`config.mk`:
```
export PLATFORM = sky130hd
export DESIGN_NAME = period_match_timer8
export DESIGN_NICKNAME = d
export VERILOG_FILES = /design/src/rtl/timer8_pkg.sv /design/src/rtl/prescale_divider.sv /design/src/rtl/period_match_timer8.sv
export SDC_FILE = /design/constraint.sdc
export NUM_CORES = 1
export LEC_CHECK = 0
export BUFFER_PORTS_ARGS = -buffer_cell sky130_fd_sc_hd__buf_2
export CAP_MARGIN = 30
export CORE_ASPECT_RATIO = 0.75
export CORE_MARGIN = 5
export CORE_UTILIZATION = 50
export DETAILED_ROUTE_END_ITERATION = 6
export GPL_TIMING_DRIVEN = 0
export PLACE_DENSITY = 0.69
export RECOVER_POWER = 100
export SYNTH_ARGS = -nofsm -noshare
export SYNTH_HDL_FRONTEND = slang
export SYNTH_SLANG_ARGS = --single-unit
```
`constraint.sdc`:
```
create_clock -name CLOCK -period 2.8 [get_ports CLOCK]
set_clock_uncertainty 0.05 [all_clocks]
set_input_delay 0.14 -clock CLOCK [delete_from_list [all_inputs] [get_ports CLOCK]]
set_output_delay 0.14 -clock CLOCK [all_outputs]
set_load 0.03 [all_outputs]
```
`src/rtl/timer8_pkg.sv`:
```
// Constants of the 8-bit period match timer.
// Assumes one 20 MHz clock and a plain address/strobe register port.
//
// Contract
// - Prescaled instruction clock increments the count
// - Count equal to period wraps to zero
// - Each match advances postscaler, postscaler output sets flag
// - Postscale ratio is select value plus one
// - Prescale: 00 by 1, 01 by 4, 1x by 16
// - Reset: count zero, period all ones
// - Count and period fully readable and writable
// - Timer-on bit runs or holds the count
// - Count/control writes and reset clear scalers
// - Control write leaves the count unchanged
// - Control layout: post 6-3, on 2, pre 1-0
package timer8_pkg;

   // ****************************************
   // Register port
   // ****************************************
   localparam int ADDR_W = 3;                 // Address width
   localparam int DATA_W = 8;                 // Data width
   localparam logic [2:0] REG_COUNT = 3'h0;   // Count value
   localparam logic [2:0] REG_PERIOD = 3'h1;  // Period value
   localparam logic [2:0] REG_CONTROL = 3'h2; // Timer control
   localparam logic [2:0] REG_STATUS = 3'h3;  // Sticky events, read only
   localparam logic [2:0] REG_CLEAR = 3'h4;   // Event clear, write only
   localparam logic [2:0] REG_ENABLE = 3'h5;  // Event enables

   // ****************************************
   // Reset values
   // ****************************************
   localparam logic [7:0] COUNT_RST = 8'h00;   // Count after reset
   localparam logic [7:0] PERIOD_RST = 8'hFF;  // Period after reset
   localparam logic [6:0] CONTROL_RST = 7'h00; // Control after reset
   localparam logic [7:0] READ_ZERO = 8'h00;   // Idle or unmapped read

   // ****************************************
   // Control fields
   // ****************************************
   localparam int CTRL_W = 7;   // Implemented control bits
   localparam int POST_HI = 6;  // Postscale select top
   localparam int POST_LO = 3;  // Postscale select bottom
   localparam int ON_BIT = 2;   // Timer-on bit
   localparam int PRE_HI = 1;   // Prescale select top
   localparam int PRE_LO = 0;   // Prescale select bottom
   localparam int FLAG_BIT = 0; // Match flag in status/clear/enable

   // ****************************************
   // Scalers
   // ****************************************
   localparam int INST_W = 2;                  // Oscillator quarter counter
   localparam logic [1:0] INST_LAST = 2'h3;    // Fourth oscillator cycle
   localparam int PRE_W = 4;                   // Prescale counter width
   localparam logic [3:0] PRE_LAST_1 = 4'h0;   // Divide by 1
   localparam logic [3:0] PRE_LAST_4 = 4'h3;   // Divide by 4
   localparam logic [3:0] PRE_LAST_16 = 4'hF;  // Divide by 16
   localparam int POST_W = 4;                  // Postscale counter width

endpackage : timer8_pkg

```
`src/rtl/prescale_divider.sv`:
```
// Instruction clock divider and timer prescaler.
// Assumes clear and run come from logic on the same clock.
`timescale 1ns/1ps
`default_nettype none
module prescale_divider
   import timer8_pkg::*;
(
   // Clock and reset
   input wire logic clock,
   input wire logic nrst,
   // Control
   input wire logic clear,
   input wire logic run,
   input wire logic [1:0] select,
   // Output enable pulse
   output logic tick
);

   // ****************************************
   // State
   // ****************************************
   typedef struct packed {
      logic [INST_W-1:0] quarter; // Oscillator phase
      logic [PRE_W-1:0] pre;      // Prescale count
   } pre_state_s;

   pre_state_s s_q;  // Registered state
   pre_state_s s_d;  // Next state
   logic inst_en;    // Instruction clock enable
   logic [PRE_W-1:0] last; // Terminal prescale count

   // Instruction clock is a quarter of the oscillator
   assign inst_en = (s_q.quarter == INST_LAST);

   // Ratio decode, upper bit wins
   always_comb begin
      if (select[1]) begin
         last = PRE_LAST_16;
      end else if (select[0]) begin
         last = PRE_LAST_4;
      end else begin
         last = PRE_LAST_1;
      end
   end

   // Pulse suppressed in the cycle of a clear
   assign tick = run && inst_en && !clear && (s_q.pre == last);

   // Next state
   always_comb begin
      s_d = s_q;
      s_d.quarter = s_q.quarter + 2'h1;  // Free running phase
      if (clear) begin
         s_d.pre = '0;
      end else if (run && inst_en) begin
         s_d.pre = (s_q.pre == last) ? '0 : s_q.pre + 4'h1;
      end
   end

   // State register
   always_ff @(posedge clock or negedge nrst) begin
      if (!nrst) begin
         s_q <= '0;
      end else begin
         s_q <= s_d;
      end
   end
endmodule : prescale_divider
`default_nettype wire

```
`src/rtl/period_match_timer8.sv`:
```
// Top of the 8-bit period match timer with register port.
// Assumes a master that issues one-cycle strobes, never both at once.
`timescale 1ns/1ps
`default_nettype none
module period_match_timer8
   import timer8_pkg::*;
(
   // Clock and reset
   input wire logic CLOCK,
   input wire logic NRST,
   // Register port
   input wire logic [ADDR_W-1:0] ADDR,
   input wire logic [DATA_W-1:0] WDATA,
   input wire logic WR,
   input wire logic RD,
   output logic [DATA_W-1:0] RDATA,
   // Interrupt
   output logic IRQ
);

   // ****************************************
   // State
   // ****************************************
   typedef struct packed {
      logic [7:0] count;        // Timer count
      logic [7:0] period;       // Period value
      logic [CTRL_W-1:0] ctrl;  // Timer control
      logic [POST_W-1:0] post;  // Postscale count
      logic flag;               // Sticky match flag
      logic irq_en;             // Match interrupt enable
      logic [7:0] rdata;        // Read data
   } timer_state_s;

   timer_state_s s_q;  // Registered state
   timer_state_s s_d;  // Next state

   // ****************************************
   // Decode
   // ****************************************
   logic wr_count;   // Count write
   logic wr_period;  // Period write
   logic wr_ctrl;    // Control write
   logic wr_clear;   // Event clear write
   logic wr_enable;  // Enable write
   logic scaler_clr; // Prescaler and postscaler clear
   logic timer_on;   // Run bit
   logic [1:0] prescale_select;
   logic [POST_W-1:0] postscale_select;
   logic tick;       // Prescaled increment
   logic match;      // Count meets period on increment
   logic post_fire;  // Postscaler output

   // Write decodes, at most one strobe per cycle
   assign wr_count = WR && (ADDR == REG_COUNT);
   assign wr_period = WR && (ADDR == REG_PERIOD);
   assign wr_ctrl = WR && (ADDR == REG_CONTROL);
   assign wr_clear = WR && (ADDR == REG_CLEAR);
   assign wr_enable = WR && (ADDR == REG_ENABLE);

   // Field split of control
   assign timer_on = s_q.ctrl[ON_BIT];
   assign prescale_select = s_q.ctrl[PRE_HI:PRE_LO];
   assign postscale_select = s_q.ctrl[POST_HI:POST_LO];

   // Either write restarts both scalers
   assign scaler_clr = wr_count || wr_ctrl;

   // ****************************************
   // Prescaler
   // ****************************************
   prescale_divider u_prescale (
      .clock(CLOCK),
      .nrst(NRST),
      .clear(scaler_clr),
      .run(timer_on),
      .select(prescale_select),
      .tick(tick)
   );

   // Match only counts on a real increment
   assign match = tick && (s_q.count == s_q.period);
   // Ratio is select plus one
   assign post_fire = match && (s_q.post == postscale_select);

   // ****************************************
   // Next state
   // ****************************************
   always_comb begin
      s_d = s_q;
      // Read data idles at zero between reads
      s_d.rdata = READ_ZERO;
      // Count: software write wins over increment
      // A control write suppresses the tick, so the count holds
      if (wr_count) begin
         s_d.count = WDATA;
      end else if (match) begin
         s_d.count = COUNT_RST;
      end else if (tick) begin
         s_d.count = s_q.count + 8'h01;
      end
      // Period register
      if (wr_period) begin
         s_d.period = WDATA;
      end
      // Control, top bit not stored
      if (wr_ctrl) begin
         s_d.ctrl = WDATA[CTRL_W-1:0];
      end
      // Postscaler
      if (scaler_clr) begin
         s_d.post = '0;
      end else if (post_fire) begin
         s_d.post = '0;
      end else if (match) begin
         s_d.post = s_q.post + 4'h1;
      end
      // Interrupt enable
      if (wr_enable) begin
         s_d.irq_en = WDATA[FLAG_BIT];
      end
      // Flag: clear, then set wins
      if (wr_clear && WDATA[FLAG_BIT]) begin
         s_d.flag = 1'b0;
      end
      if (post_fire) begin
         s_d.flag = 1'b1;
      end
      // Read mux, answer next cycle
      if (RD) begin
         unique case (ADDR)
            REG_COUNT: begin
               s_d.rdata = s_q.count;
            end
            REG_PERIOD: begin
               s_d.rdata = s_q.period;
            end
            REG_CONTROL: begin
               s_d.rdata = {1'b0, s_q.ctrl};
            end
            REG_STATUS: begin
               s_d.rdata = {7'h00, s_q.flag};
            end
            REG_ENABLE: begin
               s_d.rdata = {7'h00, s_q.irq_en};
            end
            default: begin
               s_d.rdata = READ_ZERO;  // Clear and unmapped
            end
         endcase
      end
   end

   // ****************************************
   // State register
   // ****************************************
   always_ff @(posedge CLOCK or negedge NRST) begin
      if (!NRST) begin
         s_q.count <= COUNT_RST;
         s_q.period <= PERIOD_RST;
         s_q.ctrl <= CONTROL_RST;
         // Scaler count, flag and enable start cleared
         s_q.post <= '0;
         s_q.flag <= 1'b0;
         s_q.irq_en <= 1'b0;
         s_q.rdata <= READ_ZERO;
      end else begin
         s_q <= s_d;
      end
   end

   // ****************************************
   // Outputs
   // ****************************************
   // Read data straight from its flop
   assign RDATA = s_q.rdata;
   // Level request while enabled flag stands
   assign IRQ = s_q.flag && s_q.irq_en;
endmodule : period_match_timer8
`default_nettype wire

```
==> reports/metrics.cfg <==
[logic_synthesis]
syn_avg_cell_area_um2=10.10
yosys.area_share.adder=0.02137
synth_area_leaders=dfrtp_1 (37%), dfstp_2 (9.0%), mux2_2 (7.7%)
synth_top_family_by_area=simple AND/OR/NAND/NOR gates
ys_types=46
yosysTopAreaCellShare=0.3739
yosysTopAreaCell=dfrtp_1
synth-edff-count=0
ys_seq_area_frac=0.4637
synth_simple_gate_area_frac=0.1720
ys_ff_latch=43
synth.most_common_cell=dfrtp_1
synth-xor-area-share=0.04487
synth_area_um2=2342
synth_cells=232
synth_compound_area_frac=0.1309
synth_mux_area_frac=0.1197
ys.flop_type=dfrtp_1
ys_top_cells_by_count=dfrtp_1 (35), nor2_1 (25), nand2_1 (18)
ys_warn_count=0
syn_nets=251
ys_async_sr_fraction=1.000

[pwr]
powerDensity_nw_per_um2=668.5
switchingPower_uw=601.6
irDropWorstVdd_mv=0.3516
power.share.sequential=0.530
clkPwrFrac=0.222
p_int_mw=1.142
combPwrFrac=0.248
swShare=0.3449
leakagePower_nw=1.101

[detailed_routing]
drt-initial-drc-count=141
wirelength_um=5025
drc=0
drt_first_pass_iters=4
wl_per_cell_um=15.70
routed_via_density=5.641
vias=1805
ant_nets=0

[clock_network]
cts_max_level=2
clk_latency_ns=0.30
clk_pin_slew_ns=0.08
postCtsSetupBuffers=0
clock_path_buffers=2
cts_buffers=5
cts-root-buf=clkbuf_8
numClockSinks=43
cts_tree=done

[placement]
hpwl_um=3751
postPlaceCellArea_um2=2539
gp_congestion=0.9233
io_buffers=21

[worst_setup_path]
r2r_slack_ns=0.47
r2r_cells=5
critPathMaxFanout=6
worst-path-buf-inv=0
worstSetupPathType=reg -> reg
r2r_end=s_q[10]
crit_path_cell_trace=or3_1 > a2111oi_4 > o21ai_0 > or4_1 > o21ai_0
required_ns=2.97
end_kind=register
crit_slowest_cell=or4_1
worstReg2RegStart=u_prescale.s_q[0]
slowest_delay_ns=0.52
crit_arrival_ns=2.50
startpoint_type=register
path_common_cell=o21ai_0
cpLargestDelayFamily=simple AND/OR/NAND/NOR gates

[global_route]
grt_pass1_vias=1707
grt_pass1_wl_um=8397
overflow=0
track_usage=0.1760
antenna_found_initial=0
grt_max_degree=26

[min_path]
whs_path_depth=3
hold_end=s_q[36]
hp-class=in -> reg
hp-start=WDATA[7]

[floorplanning]
die_w_um=89.03
dieArea_um2=6168
row_count=21
core-area_um2=4493
start_util=0.5213
ioPinCount=24
die_y_um=69.28

[timing]
rsz0062_at_grt=no
worstMarginPinSlew_ns=1.120
setup_tns_ns=0
slew_headroom=0.2530
drv_slew=0
fin_crit_ns=2.327
fin_crit_sh=0.8310
finalSetupViolations=0
hold_viol_final=0
fmax_mhz=429.8

[cells_and_area]
drive_gt1_frac=0.2091
design_area_um2=2609
antenna_cells=0
finish.net_count=281
areaGrowthSynthToFinish_pct=11.38

[run_status]
outcome=completed

[job]
cap_violations=0

-- what timing repair did --
item,in CTS,in global routing
hold buffers,1,0
hold endpoints to repair,13,0
gates resized for setup,0,0
-- power by group through the flow --
stage,sequential [mW],combinational (mW),clock (mW)
CTS,0.922,0.448,0.401
finish,0.924,0.433,0.386
floorplan,0.884,0.355,0
detailed placement,0.934,0.445,0
global route,0.944,0.489,0.428
global placement,0.927,0.434,0
-- stage by stage --
step	util	total power [mW]	setup slack, ns	cells	hold WS [ns]
global route	0.5806	1.860	0.3515	320	0.02414
global placement	0.5606	1.361	0.6080	310	0.3002
floorplan	-	1.239	0.8075	232	-0.2056
CTS	0.5859	1.772	0.5758	320	0.01270
finish	0.5806	1.744	0.4733	320	0.01662
detailed placement	0.5650	1.379	0.5871	311	0.06585
-- area by class of cell --
cell class | instances | area (um2)
buffer | 13 | 80.08
clock buffer | 5 | 68.82
clock inverter | 3 | 15.01
fill | 406 | 1884
inverter | 8 | 30.03
multi-input combinational | 168 | 1136
sequential | 43 | 1086
tap | 57 | 71.32
timing repair buffer | 23 | 121.4
-- worst register-to-register path, delay by kind of cell, from the launching register on --
family,cells,cell delay (ns)
AO/OA/AOI/OAI,3,0.83
AND/OR/NAND/NOR,2,0.93
flip-flops,1,0.45
-- logic make-up (layout without fill, tap and decap cells) --
family                     after synthesis  after routing
buffers and inverters                   21             52
DFF                                     43             43
and+or+nand+nor                         81             81
xor gates and xnor gates                12             12
adders and majority gates                4              4
muxes                                   26             26
AOI/OAI and AO/OA                       45             45
-- flip-flops by register name, indices dropped and copies added (netlist names) --
| register | count |
|---|---|
| s_q | 23 |
| RDATA | 8 |
| u_prescale.s_q | 6 |
| postscale_select | 4 |
| prescale_select | 2 |
-- cell usage in the layout, fill, tap and decap left out, types with 10 or more instances in the layout --
cell,instances
mux2i_1,10
nand2_1,18
nand3_1,12
a21oi_1,17
clkbuf_1,14
nor2_1,25
mux2_2,16
dfrtp_1,35
buf_2,11
-- routing by layer --
metal,up-vias,wire length (um),GRT usage
met2,46,2135,0.2381
met5,-,0,0
met4,0,75,0.06446
met1,865,2461,0.2725
li1,887,-,-
met3,7,352,0.03682
-- worst max-delay path by stage --
stage	start	end	slack (ns)	cells after the start
2_1_floorplan	u_prescale.s_q[0]	s_q[10]	0.81	5
3_3_place_gp	s_q[23]	s_q[34]	0.61	5
3_5_place_dp	s_q[31]	s_q[33]	0.59	5
4_1_cts	s_q[31]	s_q[33]	0.58	5
5_1_grt	u_prescale.s_q[0]	s_q[10]	0.35	5
6_report	u_prescale.s_q[0]	s_q[10]	0.47	5
(Power assumes the default switching activity.)
